## config.mk

```make
export PLATFORM = sky130hd
export DESIGN_NAME = chipper_feed_control
export DESIGN_NICKNAME = d
export VERILOG_FILES = /design/src/include/feed_pkg.sv /design/src/include/hold_if.sv /design/src/hw/chipper_feed_control.sv /design/src/hw/tick_divider.sv /design/src/hw/key_hold_timer.sv
export VERILOG_INCLUDE_DIRS = /design/src /design/src/include
export SDC_FILE = /design/constraint.sdc
export NUM_CORES = 1
export LEC_CHECK = 0
export BUFFER_PORTS_ARGS = -buffer_cell sky130_fd_sc_hd__buf_2
export CAP_MARGIN = 20
export CORE_MARGIN = 2
export CORE_UTILIZATION = 30
export CTS_BUF_LIST = sky130_fd_sc_hd__clkbuf_4
export CTS_CLUSTER_DIAMETER = 150
export CTS_CLUSTER_SIZE = 14
export DETAILED_ROUTE_END_ITERATION = 10
export GPL_ROUTABILITY_DRIVEN = 1
export PLACE_DENSITY = 0.48
export SYNTH_ARGS = -nofsm -noshare
export SYNTH_HDL_FRONTEND = slang
export SYNTH_HIERARCHICAL = 1
export SYNTH_SLANG_ARGS = --single-unit
```

## constraint.sdc

```tcl
create_clock -name clock -period 6.55 [get_ports clock]
set_clock_uncertainty 0.05 [all_clocks]
set_input_delay 0 -clock clock [delete_from_list [all_inputs] [get_ports clock]]
set_output_delay 0 -clock clock [all_outputs]
set_load 0.01 [all_outputs]
```

## src/include/chipper_feed_regs.svh

```systemverilog
`ifndef CHIPPER_FEED_REGS_SVH
`define CHIPPER_FEED_REGS_SVH

// ==================================================================
// Register offsets
`define FEED_CTRL_ADDR 8'h00
`define FEED_ON_ADDR 8'h04
`define FEED_REV_ADDR 8'h08
`define FEED_PULSE_ADDR 8'h0c
`define FEED_STATUS_ADDR 8'h10
`define FEED_IRQ_STATUS_ADDR 8'h14
`define FEED_IRQ_MASK_ADDR 8'h18

// ==================================================================
// Field positions
`define CTRL_MANUAL_BIT 0
`define CTRL_ENGINE_BIT 1
`define CTRL_VARIANT_BIT 2
`define CTRL_MENU_BIT 3
`define IRQ_WARN_BIT 0
`define IRQ_PULSE_BIT 1
`define IRQ_ENTER_BIT 2
`define IRQ_EXIT_BIT 3

// ==================================================================
// Reset values
`define CTRL_RESET 3'h0
`define FEED_ON_RESET 16'h0898
`define FEED_REV_RESET 16'h0708
`define FEED_PULSE_RESET 16'h0032
`define IRQ_MASK_RESET 4'h0

// ==================================================================
// Timing
`define CLOCK_PERIOD_NS 20
`define TICK_PERIOD_US 1000
`define TICK_CYCLES ((`TICK_PERIOD_US * 1000) / `CLOCK_PERIOD_NS)
`define HOLD_TIME_MS 5000
`define HOLD_TICKS ((`HOLD_TIME_MS * 1000) / `TICK_PERIOD_US)
`endif

```

## src/include/feed_pkg.sv

```systemverilog
package feed_pkg;
	typedef logic [15:0] speed_t;
	typedef enum {AUTO_OFF, AUTO_FWD, AUTO_REV} auto_state_e;
	typedef enum {OV_NONE, OV_IDLE, OV_FWD, OV_REV} override_state_e;
	typedef enum logic {VARIANT_ON_OFF_ON, VARIANT_HOLD_FORWARD} variant_e;
	typedef enum logic [1:0] {SHOW_IDLE, SHOW_FORWARD, SHOW_REVERSE} show_e;
endpackage

```

## src/include/hold_if.sv

```systemverilog
`timescale 1ns/10ps
interface hold_if;
	logic active;
	logic done;
	modport timer (input active, output done);
	modport user (output active, input done);
endinterface

```

## src/hw/chipper_feed_control.sv

```systemverilog
`timescale 1ns/10ps
`include "chipper_feed_regs.svh"
module chipper_feed_control #(
	parameter int TICK_CYCLES = `TICK_CYCLES,
	parameter int HOLD_TICKS = `HOLD_TICKS
) (
	// Clock and reset.
	input wire logic clock,
	input wire logic reset,
	// Engine speed in RPM.
	input wire logic [15:0] engine_speed,
	// Keypad, high while pressed.
	input wire logic key_enter,
	input wire logic key_up,
	input wire logic key_down,
	input wire logic key_back,
	input wire logic key_menu,
	// Feed hydraulics and display.
	output logic feed_forward,
	output logic feed_reverse,
	output logic [1:0] feed_display,
	output logic override_active,
	output logic irq,
	// AXI4-Lite slave.
	input wire logic [7:0] s_axi_awaddr,
	input wire logic s_axi_awvalid,
	output logic s_axi_awready,
	input wire logic [31:0] s_axi_wdata,
	input wire logic [3:0] s_axi_wstrb,
	input wire logic s_axi_wvalid,
	output logic s_axi_wready,
	output logic [1:0] s_axi_bresp,
	output logic s_axi_bvalid,
	input wire logic s_axi_bready,
	input wire logic [7:0] s_axi_araddr,
	input wire logic s_axi_arvalid,
	output logic s_axi_arready,
	output logic [31:0] s_axi_rdata,
	output logic [1:0] s_axi_rresp,
	output logic s_axi_rvalid,
	input wire logic s_axi_rready
);
	// ==================================================================
	// Declarations
	logic tick;
	logic [2:0] ctrl_reg;
	feed_pkg::speed_t feed_on_reg;
	feed_pkg::speed_t rev_trig_reg;
	logic [15:0] pulse_reg;
	logic [15:0] pulse_cnt_reg;
	logic [3:0] irq_status_reg;
	logic [3:0] irq_mask_reg;
	logic [3:0] irq_set;
	logic [3:0] irq_clr;
	logic at_main_reg;
	logic menu_prev_reg;
	logic up_first_reg;
	logic down_first_reg;
	logic aw_have_reg;
	logic w_have_reg;
	logic [7:0] awaddr_reg;
	logic [31:0] wdata_reg;
	logic [3:0] wstrb_reg;
	logic do_write;
	logic [31:0] wmask;
	logic [31:0] read_data;
	logic read_hit;
	logic write_hit;
	logic manual;
	logic engine_running;
	logic hold_fwd;
	logic auto_run;
	logic fwd_next;
	logic rev_next;
	logic pulse_expired;
	feed_pkg::auto_state_e auto_state;
	feed_pkg::override_state_e ov_state;
	feed_pkg::show_e show_next;
	hold_if h_enter();
	hold_if h_up();
	hold_if h_down();
	hold_if h_back();

	assign manual = ctrl_reg[`CTRL_MANUAL_BIT];
	assign engine_running = ctrl_reg[`CTRL_ENGINE_BIT];
	assign hold_fwd = ctrl_reg[`CTRL_VARIANT_BIT];
	assign auto_run = manual && engine_running && ov_state == feed_pkg::OV_NONE;

	// ==================================================================
	// Time base and key hold timers
	tick_divider #(.CYCLES(TICK_CYCLES)) u_tick (
		.clock(clock),
		.reset(reset),
		.tick(tick)
	);

	// Chords must start with the arrow key; enter pressed first does not arm.
	always_ff @(posedge clock) begin
		if (reset) begin
			up_first_reg <= 1'b0;
			down_first_reg <= 1'b0;
		end else begin
			up_first_reg <= key_up && (up_first_reg || !key_enter);
			down_first_reg <= key_down && (down_first_reg || !key_enter);
		end
	end

	assign h_enter.active = manual && key_enter && !key_up && !key_down
		&& !key_back && (at_main_reg || ov_state != feed_pkg::OV_NONE);
	assign h_up.active = ov_state != feed_pkg::OV_NONE && up_first_reg
		&& key_enter && !key_down && !key_back;
	assign h_down.active = ov_state != feed_pkg::OV_NONE && down_first_reg
		&& key_enter && !key_up && !key_back;
	assign h_back.active = ov_state != feed_pkg::OV_NONE && key_back;

	key_hold_timer #(.HOLD(HOLD_TICKS)) u_hold_enter (
		.clock(clock), .reset(reset), .tick(tick), .hold(h_enter));
	key_hold_timer #(.HOLD(HOLD_TICKS)) u_hold_up (
		.clock(clock), .reset(reset), .tick(tick), .hold(h_up));
	key_hold_timer #(.HOLD(HOLD_TICKS)) u_hold_down (
		.clock(clock), .reset(reset), .tick(tick), .hold(h_down));
	key_hold_timer #(.HOLD(HOLD_TICKS)) u_hold_back (
		.clock(clock), .reset(reset), .tick(tick), .hold(h_back));

	// ==================================================================
	// Automatic feed
	assign pulse_expired = tick && pulse_cnt_reg + 16'h0001 >= pulse_reg;

	always_ff @(posedge clock) begin
		if (reset || !auto_run) begin
			auto_state <= feed_pkg::AUTO_OFF;
			pulse_cnt_reg <= 16'h0000;
		end else begin
			unique case (auto_state)
			feed_pkg::AUTO_OFF: begin
				if (engine_speed >= feed_on_reg) begin
					auto_state <= feed_pkg::AUTO_FWD;
				end
			end
			feed_pkg::AUTO_FWD: begin
				if (engine_speed <= rev_trig_reg) begin
					auto_state <= feed_pkg::AUTO_REV;
					pulse_cnt_reg <= 16'h0000;
				end
			end
			feed_pkg::AUTO_REV: begin
				if (pulse_expired) begin
					auto_state <= feed_pkg::AUTO_OFF;
				end else if (tick) begin
					pulse_cnt_reg <= pulse_cnt_reg + 16'h0001;
				end
			end
			endcase
		end
	end

	// ==================================================================
	// Manual override and menu position
	always_ff @(posedge clock) begin
		if (reset || !manual) begin
			ov_state <= feed_pkg::OV_NONE;
		end else begin
			unique case (ov_state)
			feed_pkg::OV_NONE: begin
				if (h_enter.done && engine_speed < rev_trig_reg) begin
					ov_state <= feed_pkg::OV_IDLE;
				end
			end
			feed_pkg::OV_IDLE, feed_pkg::OV_FWD, feed_pkg::OV_REV: begin
				if (h_back.done) begin
					ov_state <= feed_pkg::OV_NONE;
				end else if (h_enter.done) begin
					ov_state <= feed_pkg::OV_IDLE;
				end else if (h_up.done) begin
					ov_state <= feed_pkg::OV_FWD;
				end else if (h_down.done) begin
					ov_state <= feed_pkg::OV_REV;
				end
			end
			endcase
		end
	end

	// The menu key only leaves the main menu while override is closed.
	always_ff @(posedge clock) begin
		if (reset) begin
			at_main_reg <= 1'b0;
			menu_prev_reg <= 1'b0;
		end else begin
			menu_prev_reg <= key_menu;
			if (do_write && write_hit && awaddr_reg == `FEED_CTRL_ADDR
				&& wmask[`CTRL_MENU_BIT] && wdata_reg[`CTRL_MENU_BIT]) begin
				at_main_reg <= 1'b1;
			end else if (ov_state != feed_pkg::OV_NONE && h_back.done) begin
				at_main_reg <= 1'b1;
			end else if (ov_state == feed_pkg::OV_NONE && key_menu
				&& !menu_prev_reg) begin
				at_main_reg <= 1'b0;
			end
		end
	end

	// ==================================================================
	// Feed outputs
	always_comb begin
		fwd_next = 1'b0;
		rev_next = 1'b0;
		show_next = feed_pkg::SHOW_IDLE;
		unique case (ov_state)
		feed_pkg::OV_NONE: begin
			fwd_next = auto_state != feed_pkg::AUTO_OFF
				&& (auto_state == feed_pkg::AUTO_FWD || hold_fwd);
			rev_next = auto_state == feed_pkg::AUTO_REV;
		end
		feed_pkg::OV_IDLE: begin
			show_next = feed_pkg::SHOW_IDLE;
		end
		feed_pkg::OV_FWD: begin
			fwd_next = 1'b1;
			show_next = feed_pkg::SHOW_FORWARD;
		end
		feed_pkg::OV_REV: begin
			fwd_next = hold_fwd;
			rev_next = 1'b1;
			show_next = feed_pkg::SHOW_REVERSE;
		end
		endcase
	end

	always_ff @(posedge clock) begin
		if (reset) begin
			feed_forward <= 1'b0;
			feed_reverse <= 1'b0;
			feed_display <= 2'h0;
			override_active <= 1'b0;
		end else begin
			feed_forward <= fwd_next && manual && engine_running;
			feed_reverse <= rev_next && manual && engine_running;
			feed_display <= show_next;
			override_active <= ov_state != feed_pkg::OV_NONE;
		end
	end

	// ==================================================================
	// Interrupts
	always_comb begin
		irq_set = 4'h0;
		irq_set[`IRQ_WARN_BIT] = ov_state == feed_pkg::OV_NONE
			&& h_enter.done && engine_speed >= rev_trig_reg;
		irq_set[`IRQ_PULSE_BIT] = auto_run && auto_state == feed_pkg::AUTO_FWD
			&& engine_speed <= rev_trig_reg;
		irq_set[`IRQ_ENTER_BIT] = ov_state == feed_pkg::OV_NONE
			&& h_enter.done && engine_speed < rev_trig_reg;
		irq_set[`IRQ_EXIT_BIT] = ov_state != feed_pkg::OV_NONE && h_back.done;
		irq_clr = 4'h0;
		if (do_write && awaddr_reg == `FEED_IRQ_STATUS_ADDR) begin
			irq_clr = wdata_reg[3:0] & wmask[3:0];
		end
	end

	// A new event wins over a clear written in the same cycle.
	always_ff @(posedge clock) begin
		if (reset) begin
			irq_status_reg <= 4'h0;
			irq <= 1'b0;
		end else begin
			irq_status_reg <= (irq_status_reg & ~irq_clr) | irq_set;
			irq <= |(((irq_status_reg & ~irq_clr) | irq_set) & irq_mask_reg);
		end
	end

	// ==================================================================
	// AXI4-Lite write channel
	assign do_write = aw_have_reg && w_have_reg && !s_axi_bvalid;
	assign wmask = {{8{wstrb_reg[3]}}, {8{wstrb_reg[2]}},
		{8{wstrb_reg[1]}}, {8{wstrb_reg[0]}}};
	assign write_hit = awaddr_reg <= `FEED_IRQ_MASK_ADDR
		&& awaddr_reg[1:0] == 2'h0 && awaddr_reg != `FEED_STATUS_ADDR;

	always_ff @(posedge clock) begin
		if (reset) begin
			aw_have_reg <= 1'b0;
			s_axi_awready <= 1'b0;
			awaddr_reg <= 8'h00;
		end else if (s_axi_awvalid && s_axi_awready) begin
			aw_have_reg <= 1'b1;
			s_axi_awready <= 1'b0;
			awaddr_reg <= s_axi_awaddr;
		end else if (do_write) begin
			aw_have_reg <= 1'b0;
		end else if (!aw_have_reg && !s_axi_bvalid) begin
			s_axi_awready <= 1'b1;
		end
	end

	always_ff @(posedge clock) begin
		if (reset) begin
			w_have_reg <= 1'b0;
			s_axi_wready <= 1'b0;
			wdata_reg <= 32'h0000_0000;
			wstrb_reg <= 4'h0;
		end else if (s_axi_wvalid && s_axi_wready) begin
			w_have_reg <= 1'b1;
			s_axi_wready <= 1'b0;
			wdata_reg <= s_axi_wdata;
			wstrb_reg <= s_axi_wstrb;
		end else if (do_write) begin
			w_have_reg <= 1'b0;
		end else if (!w_have_reg && !s_axi_bvalid) begin
			s_axi_wready <= 1'b1;
		end
	end

	always_ff @(posedge clock) begin
		if (reset) begin
			s_axi_bvalid <= 1'b0;
			s_axi_bresp <= 2'h0;
		end else if (do_write) begin
			s_axi_bvalid <= 1'b1;
			s_axi_bresp <= write_hit ? 2'h0 : 2'h2;
		end else if (s_axi_bready) begin
			s_axi_bvalid <= 1'b0;
		end
	end

	always_ff @(posedge clock) begin
		if (reset) begin
			ctrl_reg <= `CTRL_RESET;
			feed_on_reg <= `FEED_ON_RESET;
			rev_trig_reg <= `FEED_REV_RESET;
			pulse_reg <= `FEED_PULSE_RESET;
			irq_mask_reg <= `IRQ_MASK_RESET;
		end else if (do_write) begin
			unique case (awaddr_reg)
			`FEED_CTRL_ADDR: ctrl_reg <= (ctrl_reg & ~wmask[2:0])
				| (wdata_reg[2:0] & wmask[2:0]);
			`FEED_ON_ADDR: feed_on_reg <= (feed_on_reg & ~wmask[15:0])
				| (wdata_reg[15:0] & wmask[15:0]);
			`FEED_REV_ADDR: rev_trig_reg <= (rev_trig_reg & ~wmask[15:0])
				| (wdata_reg[15:0] & wmask[15:0]);
			`FEED_PULSE_ADDR: pulse_reg <= (pulse_reg & ~wmask[15:0])
				| (wdata_reg[15:0] & wmask[15:0]);
			`FEED_IRQ_MASK_ADDR: irq_mask_reg <= (irq_mask_reg & ~wmask[3:0])
				| (wdata_reg[3:0] & wmask[3:0]);
			default: begin
			end
			endcase
		end
	end

	// ==================================================================
	// AXI4-Lite read channel
	always_comb begin
		read_data = 32'h0000_0000;
		read_hit = 1'b1;
		unique case (s_axi_araddr)
		`FEED_CTRL_ADDR: read_data = {28'h0000000, at_main_reg, ctrl_reg};
		`FEED_ON_ADDR: read_data = {16'h0000, feed_on_reg};
		`FEED_REV_ADDR: read_data = {16'h0000, rev_trig_reg};
		`FEED_PULSE_ADDR: read_data = {16'h0000, pulse_reg};
		`FEED_STATUS_ADDR: read_data = {10'h000, engine_speed,
			auto_state == feed_pkg::AUTO_REV, override_active,
			feed_display, feed_reverse, feed_forward};
		`FEED_IRQ_STATUS_ADDR: read_data = {28'h0000000, irq_status_reg};
		`FEED_IRQ_MASK_ADDR: read_data = {28'h0000000, irq_mask_reg};
		default: read_hit = 1'b0;
		endcase
	end

	always_ff @(posedge clock) begin
		if (reset) begin
			s_axi_arready <= 1'b0;
			s_axi_rvalid <= 1'b0;
			s_axi_rdata <= 32'h0000_0000;
			s_axi_rresp <= 2'h0;
		end else if (s_axi_arvalid && s_axi_arready) begin
			s_axi_arready <= 1'b0;
			s_axi_rvalid <= 1'b1;
			s_axi_rdata <= read_data;
			s_axi_rresp <= read_hit ? 2'h0 : 2'h2;
		end else if (s_axi_rvalid && s_axi_rready) begin
			s_axi_rvalid <= 1'b0;
		end else if (!s_axi_rvalid) begin
			s_axi_arready <= 1'b1;
		end
	end
endmodule

```

## src/hw/tick_divider.sv

```systemverilog
`timescale 1ns/10ps
module tick_divider #(
	parameter int CYCLES = 50000
) (
	// Clock and reset.
	input wire logic clock,
	input wire logic reset,
	// One-cycle enable.
	output logic tick
);
	logic [15:0] count_reg;

	always_ff @(posedge clock) begin
		if (reset) begin
			count_reg <= 16'h0000;
			tick <= 1'b0;
		end else if (count_reg == 16'(CYCLES - 1)) begin
			count_reg <= 16'h0000;
			tick <= 1'b1;
		end else begin
			count_reg <= count_reg + 16'h0001;
			tick <= 1'b0;
		end
	end
endmodule

```

## src/hw/key_hold_timer.sv

```systemverilog
`timescale 1ns/10ps
module key_hold_timer #(
	parameter int HOLD = 5000
) (
	// Clock, reset and time base.
	input wire logic clock,
	input wire logic reset,
	input wire logic tick,
	// Key condition in, hold reached out.
	hold_if.timer hold
);
	logic [12:0] count_reg;
	logic fired_reg;

	// A hold fires once; the keys must be let go before it can fire again.
	always_ff @(posedge clock) begin
		if (reset || !hold.active) begin
			count_reg <= 13'h0000;
			fired_reg <= 1'b0;
			hold.done <= 1'b0;
		end else if (tick && !fired_reg) begin
			if (count_reg == 13'(HOLD - 1)) begin
				fired_reg <= 1'b1;
				hold.done <= 1'b1;
			end else begin
				count_reg <= count_reg + 13'h0001;
			end
		end else begin
			hold.done <= 1'b0;
		end
	end
endmodule

```

Yosys cells after proc, flatten, opt, wreduce, memory -nomap -nowiden
Cells that the tools add are included.
- register bits: 295
- latch bits: 0
- memory bits (writable): 0
- memory bits (read-only): 0
- input bits: 80
- output and inout bits: 47
- word-level logic and storage cells: 276
- memories kept: 0
- $add $sub $neg: 6
- multiply operators: 0
- divide/modulo/power cells: 0
- magnitude comparators: 6
- equality and inequality tests: 31
- shifts and indexed selects: 0
- muxes and demuxes: 33
- bitwise operators: 31
- reduce and logical (&&, ||, !) cells: 124
- operators by type and width (operator ; count):
    $mux 32 ; 8
    $pmux 22 s7 ; 1
    $eq 32x2->1 const B ; 4
    $logic_not 32->1 ; 3
    $pmux 32 s3 ; 1
    $and 16x16->16 ; 4
    $eq 32x1->1 const B ; 2
    $pmux 32 s2 ; 1
    $reduce_bool 32->1 ; 2
    $add 13x1->13 const B ; 4
    $eq 13x13->1 const B ; 4
    $logic_and 1x1->1 ; 52
    $ge 16x16->1 ; 3
    $mux 16 ; 3
    $or 16x16->16 ; 3
    $eq 8x5->1 const B ; 5
    $reduce_and 2->1 ; 17
    $add 16x1->16 const B ; 2
    $eq 32x3->1 const B ; 1
    $eq 8x4->1 const B ; 4
    $pmux 16 s2 ; 1
    $logic_not 1->1 ; 18
    $and 4x4->4 ; 4
    $eq 16x16->1 const B ; 1
    other kinds (32) ; 83

Depth between registers and ports, before layout
- depth after elaboration: 9
- depth in mapped cells: 15

By module
The synthesis kept the hierarchy.
- by module, submodules not included (module ; instances ; cells each ; area each (µm²) ; seq. area each (µm²)):
    chipper_feed_control ; 1 ; 921 ; 7714.9 ; 2922.8
    key_hold_timer ; 4 ; 76 ; 710.7 ; 300.3
    tick_divider ; 1 ; 83 ; 799.5 ; 340.3

Least setup slack after synthesis
OpenSTA, ideal clock, no wires.
- path type: reg-to-reg
- start point: register pulse_cnt_reg[0]
- end point: register pulse_cnt_reg[0]
- arrival: 2.771 ns
- setup slack: 3.592 ns
- cell stages (with the launch flop): 16
- path buffers: 1
- period minus slack after synthesis: 2.958 ns
- cells stage by stage: dfxtp_1 ha_1 inv_1 nor2_1 nand3_1 nor2_1 xnor2_1 ha_1 a21oi_1 nand2_1 a221oi_1 nand4_2 a21o_4 buf_12 a21oi_1 nor2_1
- cells in the longest elaborated chain, start to end: 5
- elaborated cells on any way between the ends: 8
- RTL lines (item ; RTL line ; text):
    start: declaration ; chipper_feed_control.sv:50 ; logic [15:0] pulse_cnt_reg;
    start signal: assignment ; chipper_feed_control.sv:150 ; pulse_cnt_reg <= pulse_cnt_reg + 16'h0001;
    $add 16x1->16 * ; chipper_feed_control.sv:127, chipper_feed_control.sv:150 ;
    $ge 16x16->1 ; chipper_feed_control.sv:127 ; assign pulse_expired = tick && pulse_cnt_reg + 16'h0001 >= pulse_reg;
    $logic_and 1x1->1 ; chipper_feed_control.sv:127 ;
    $ne 2x2->1 (no line) ; n/a ;
    $reduce_and 4->1 (no line) ; n/a ;
Mark *: on every way between the ends. The rest lies on a longest branch, timed or not. The select of a mux whose other input is x is not followed.
A chain may end at the register's enable or synchronous reset.

Worst setup path in the final report
- start point: register pulse_cnt_reg[0]
- end point: register pulse_cnt_reg[10]
Same word-level chain as after synthesis.

==> run_summary.xml <==
<?xml version="1.0" encoding="UTF-8"?>
<metrics>
  <group name="power_and_ir_drop">
    <metric name="p_leak" unit="nW">5.23</metric>
    <metric name="worst_ir_drop_vdd" unit="V">0.000116</metric>
    <metric name="power.density_cell_area" unit="nW/µm²">159</metric>
  </group>
  <group name="floorplan">
    <metric name="die_width" unit="µm">199</metric>
    <metric name="placement_rows" unit="">71</metric>
    <metric name="design.portCount" unit="">127</metric>
    <metric name="die-area" unit="µm²">39400</metric>
    <metric name="die-height" unit="µm">199</metric>
    <metric name="floorplan.core_area" unit="µm²">37500</metric>
    <metric name="initial_core_util" unit="">0.303</metric>
  </group>
  <group name="critical_path">
    <metric name="criticalPathCategory" unit="">reg -&gt; reg</metric>
    <metric name="setup.worst_path.start_class" unit="">flop</metric>
    <metric name="ff2ff_path_depth" unit="">14</metric>
    <metric name="critical_path.reg2reg.startpoint" unit="">pulse_cnt_reg[0]</metric>
    <metric name="rrSetupSlack" unit="ps">2570</metric>
    <metric name="timing.critical_path.required" unit="ps">7050</metric>
    <metric name="cp-end-kind" unit="">flop</metric>
    <metric name="termination_of_the_worst_setup_path" unit="">pulse_cnt_reg[10]</metric>
    <metric name="critPathArrivalTime" unit="ps">4490</metric>
    <metric name="critical_path_peak_fanout" unit="">15</metric>
    <metric name="startpoint" unit="">pulse_cnt_reg[0]</metric>
    <metric name="rr_endpoint" unit="">pulse_cnt_reg[10]</metric>
  </group>
  <group name="finish">
    <metric name="syn_to_final_growth" unit="%">19.0</metric>
    <metric name="sequential_cell_area" unit="µm²">4460</metric>
    <metric name="layout-drive-gt1-share" unit="">0.127</metric>
    <metric name="multi_input_area" unit="µm²">6360</metric>
    <metric name="finish.cell_count_without_fillers" unit="">2005</metric>
    <metric name="final_cell_area" unit="µm²">13500</metric>
    <metric name="nNetsFinal" unit="">1635</metric>
    <metric name="fillers" unit="">3960</metric>
    <metric name="final_util" unit="">0.361</metric>
  </group>
  <group name="global_route">
    <metric name="number_of_antenna_violations_at_the_first_check_in_global_routing" unit="">1</metric>
    <metric name="grt_pass1_wl" unit="µm">48900</metric>
    <metric name="grt_remaining_overflow" unit="">0</metric>
    <metric name="pin_count_of_the_biggest_net_entering_global_routing" unit="">85</metric>
    <metric name="grt_use_total" unit="">0.152</metric>
    <metric name="first_global_vias" unit="">9278</metric>
  </group>
  <group name="synth">
    <metric name="synth_async_sr_flop_share" unit="">0</metric>
    <metric name="synth_area_in_xor_xnor" unit="">0.0470</metric>
    <metric name="synth_top_flop_cell" unit="">sky130_fd_sc_hd__dfxtp_1</metric>
    <metric name="sequential_area_share_after_synthesis" unit="">0.393</metric>
    <metric name="mappedNetlistArea" unit="µm²">11400</metric>
    <metric name="post_synth.cell_area_avg" unit="µm²">8.68</metric>
    <metric name="synthesis.yosys.warnings" unit="">6</metric>
    <metric name="multiplexer_fraction_of_the_synthesized_cell_area" unit="">0.0577</metric>
    <metric name="synth-compound-area-share" unit="">0.131</metric>
    <metric name="synth_seq_cells" unit="">223</metric>
    <metric name="synth_top_area_frac" unit="">0.393</metric>
    <metric name="synth_simple_gate_area_share" unit="">0.250</metric>
    <metric name="top_cells_by_area_in_the_synthesized_netlist" unit="">sky130_fd_sc_hd__dfxtp_1 39%, sky130_fd_sc_hd__ha_1 6.9%, sky130_fd_sc_hd__mux2i_1 5.4%, sky130_fd_sc_hd__nand2_1 5.2%, sky130_fd_sc_hd__nor2_1 5.1%</metric>
    <metric name="number_of_enable_type_register_cells_in_the_synthesized_netlist" unit="">0</metric>
    <metric name="gate_count_of_the_mapped_netlist" unit="">1308</metric>
    <metric name="post_synth_fa_ha_maj_area_fraction" unit="">0.0694</metric>
    <metric name="synth.largest_area_cell" unit="">sky130_fd_sc_hd__dfxtp_1</metric>
    <metric name="netlist_cell_types" unit="">72</metric>
    <metric name="dominant_combinational_cell_family_by_area_after_synthesis" unit="">simple AND/OR/NAND/NOR gates</metric>
  </group>
  <group name="detailed_routing">
    <metric name="drt-vias-per-instance" unit="">4.73</metric>
    <metric name="first_iteration_detailed_routing_drc_count" unit="">426</metric>
    <metric name="drt_wl_total" unit="µm">29700</metric>
    <metric name="drt_drc_violations_left" unit="">0</metric>
    <metric name="drt_pass1_iterations" unit="">5</metric>
    <metric name="via_count" unit="">9488</metric>
    <metric name="ant_nets" unit="">0</metric>
    <metric name="wire_per_inst" unit="µm">14.8</metric>
  </group>
  <group name="timing">
    <metric name="grt_setup_unrepaired" unit="">false</metric>
    <metric name="setup_tns" unit="ps">0</metric>
    <metric name="fin_crit_sh" unit="">0.608</metric>
    <metric name="tightestPinTransition" unit="ps">956</metric>
    <metric name="final_hold_fails" unit="">0</metric>
    <metric name="normalized_max_slew_margin" unit="">0.361</metric>
    <metric name="min_period" unit="ps">3980</metric>
    <metric name="fmaxAchievable" unit="MHz">251</metric>
    <metric name="drv_slew" unit="">0</metric>
    <metric name="finalSetupViolations" unit="">0</metric>
  </group>
  <group name="clocking">
    <metric name="cts_hold_buf" unit="">109</metric>
    <metric name="numClockSinks" unit="">223</metric>
    <metric name="postCtsSetupBuffers" unit="">0</metric>
    <metric name="cts_max_level" unit="">1</metric>
    <metric name="clock_path_buffers" unit="">3</metric>
    <metric name="clock_insertion_delay_worst_skew" unit="ps">670</metric>
    <metric name="path_clk_slew" unit="ps">150</metric>
    <metric name="cts_made_buffers" unit="">19</metric>
    <metric name="clockRootBuffer" unit="">sky130_fd_sc_hd__clkbuf_4</metric>
    <metric name="number_of_resized_instances_in_the_post_cts_repair_step" unit="">0</metric>
    <metric name="tritoncts" unit="">yes</metric>
  </group>
  <group name="place">
    <metric name="place_hpwl" unit="µm">21600</metric>
    <metric name="placedCellCount" unit="">1873</metric>
    <metric name="gp_congestion" unit="">0.795</metric>
    <metric name="io_buffer_count" unit="">96</metric>
    <metric name="postPlaceCellArea" unit="µm²">12300</metric>
  </group>
  <group name="worst_hold_path">
    <metric name="min-delay-path-class" unit="">in -&gt; reg</metric>
  </group>
  <group name="run_status">
    <metric name="result_of_the_run" unit="">finished, final reports clean</metric>
  </group>
  <group name="flow_run">
    <metric name="drv_cap" unit="">0</metric>
  </group>
</metrics>
## cells in the mapped netlist (all sizes together) (24+ instances only)
cell type,number
nand3,68
clkbuf,36
xor2,37
a21oi,88
dfxtp,223
nand2,166
inv,75
nand4,31
ha,63
mux2i,61
nor2,155
xnor2,24
o21ai,39
## logic make-up after synthesis
logic type | after synthesis
and+or+nand+nor | 556
muxes | 65
AOI/OAI and AO/OA | 207
xor gates and xnor gates | 61
adders and majority gates | 63
other | 1
buffers and inverters | 132
DFF | 223
## critical path, cell delays in order (launching register included)
cell	delay, ps
sky130_fd_sc_hd__dfxtp_1	450
sky130_fd_sc_hd__ha_1	240
sky130_fd_sc_hd__inv_1	50
sky130_fd_sc_hd__nor2_1	290
sky130_fd_sc_hd__nand3_1	140
sky130_fd_sc_hd__nor2_1	130
sky130_fd_sc_hd__xnor2_1	180
sky130_fd_sc_hd__ha_1	310
sky130_fd_sc_hd__nand4_1	140
sky130_fd_sc_hd__inv_1	60
sky130_fd_sc_hd__a221oi_1	520
sky130_fd_sc_hd__nand4_2	250
sky130_fd_sc_hd__a21oi_2	650
sky130_fd_sc_hd__nand2_1	110
sky130_fd_sc_hd__a32o_1	290
## layout make-up
type	instances	share of cell area
Clock buffer	20	0.0111
Clock inverter	1	0.000278
Timing Repair Buffer	209	0.119
Multi-Input combinational cell	964	0.471
Antenna cell	2	0.000370
Sequential cell	223	0.330
Inverter	75	0.0208
Tap cell	511	0.0473
## worst min-delay path by stage
stage / slack [ps] / cells past startpoint / startpoint / end
final: 140 / 5 / s_axi_araddr[3] / s_axi_rdata[12]
after global routing: 140 / 5 / s_axi_bready / s_axi_bvalid
after CTS: 60 / 5 / s_axi_araddr[3] / s_axi_rdata[12]
after detailed placement: 200 / 3 / s_axi_wdata[14] / wdata_reg[14]
after global placement: 190 / 3 / s_axi_wdata[14] / wdata_reg[14]
after floorplan: 20 / 1 / reset / u_tick/tick
## metal layers
metal / up-vias / track usage / part of all wire
li1: 4903 / - / -
met1: 4420 / 0.216 / 0.51
met2: 135 / 0.244 / 0.44
met3: 30 / 0.0229 / 0.035
met4: 0 / 0.0304 / 0.018
met5: - / 0 / 0
## stage by stage
step | total power [mW] | worst slack [ps] | hold WS (ps)
after floorplan | 1.50 | 3590 | 21.1
after global placement | 1.54 | 2680 | 191
after detailed placement | 1.55 | 2640 | 198
after CTS | 2.19 | 2560 | 61.6
after global routing | 2.26 | 2090 | 142
final | 2.14 | 2570 | 140
## placed cells by master (no fill, tap or decap), types with 8 or more instances in the layout
master and n:
sky130_fd_sc_hd__a21oi_2 10, sky130_fd_sc_hd__xnor2_1 24, sky130_fd_sc_hd__a221oi_1 18, sky130_fd_sc_hd__nand3_1 66
sky130_fd_sc_hd__mux2i_1 61, sky130_fd_sc_hd__nor2_1 153, sky130_fd_sc_hd__nand2b_1 17, sky130_fd_sc_hd__and4b_1 12
sky130_fd_sc_hd__nand2_2 10, sky130_fd_sc_hd__o211ai_1 8, sky130_fd_sc_hd__nor2b_1 16, sky130_fd_sc_hd__buf_2 95
sky130_fd_sc_hd__nand2_1 156, sky130_fd_sc_hd__xor2_1 37, sky130_fd_sc_hd__o21ai_0 39, sky130_fd_sc_hd__and3_1 9
sky130_fd_sc_hd__dlygate4sd3_1 109, sky130_fd_sc_hd__inv_1 75, sky130_fd_sc_hd__conb_1 12, sky130_fd_sc_hd__a21oi_1 78
sky130_fd_sc_hd__clkbuf_4 20, sky130_fd_sc_hd__ha_1 63, sky130_fd_sc_hd__a211o_1 10, sky130_fd_sc_hd__nand4_1 25
sky130_fd_sc_hd__nor3_1 21, sky130_fd_sc_hd__dfxtp_1 223
## power by group
part	internal (mW)	switching, mW	leakage (nW)
sequential	1.37	0.0195	1.80
clock	0.142	0.440	0.0963
combinational	0.0833	0.0856	3.33
No activity file was read; power rests on OpenSTA's default activity.
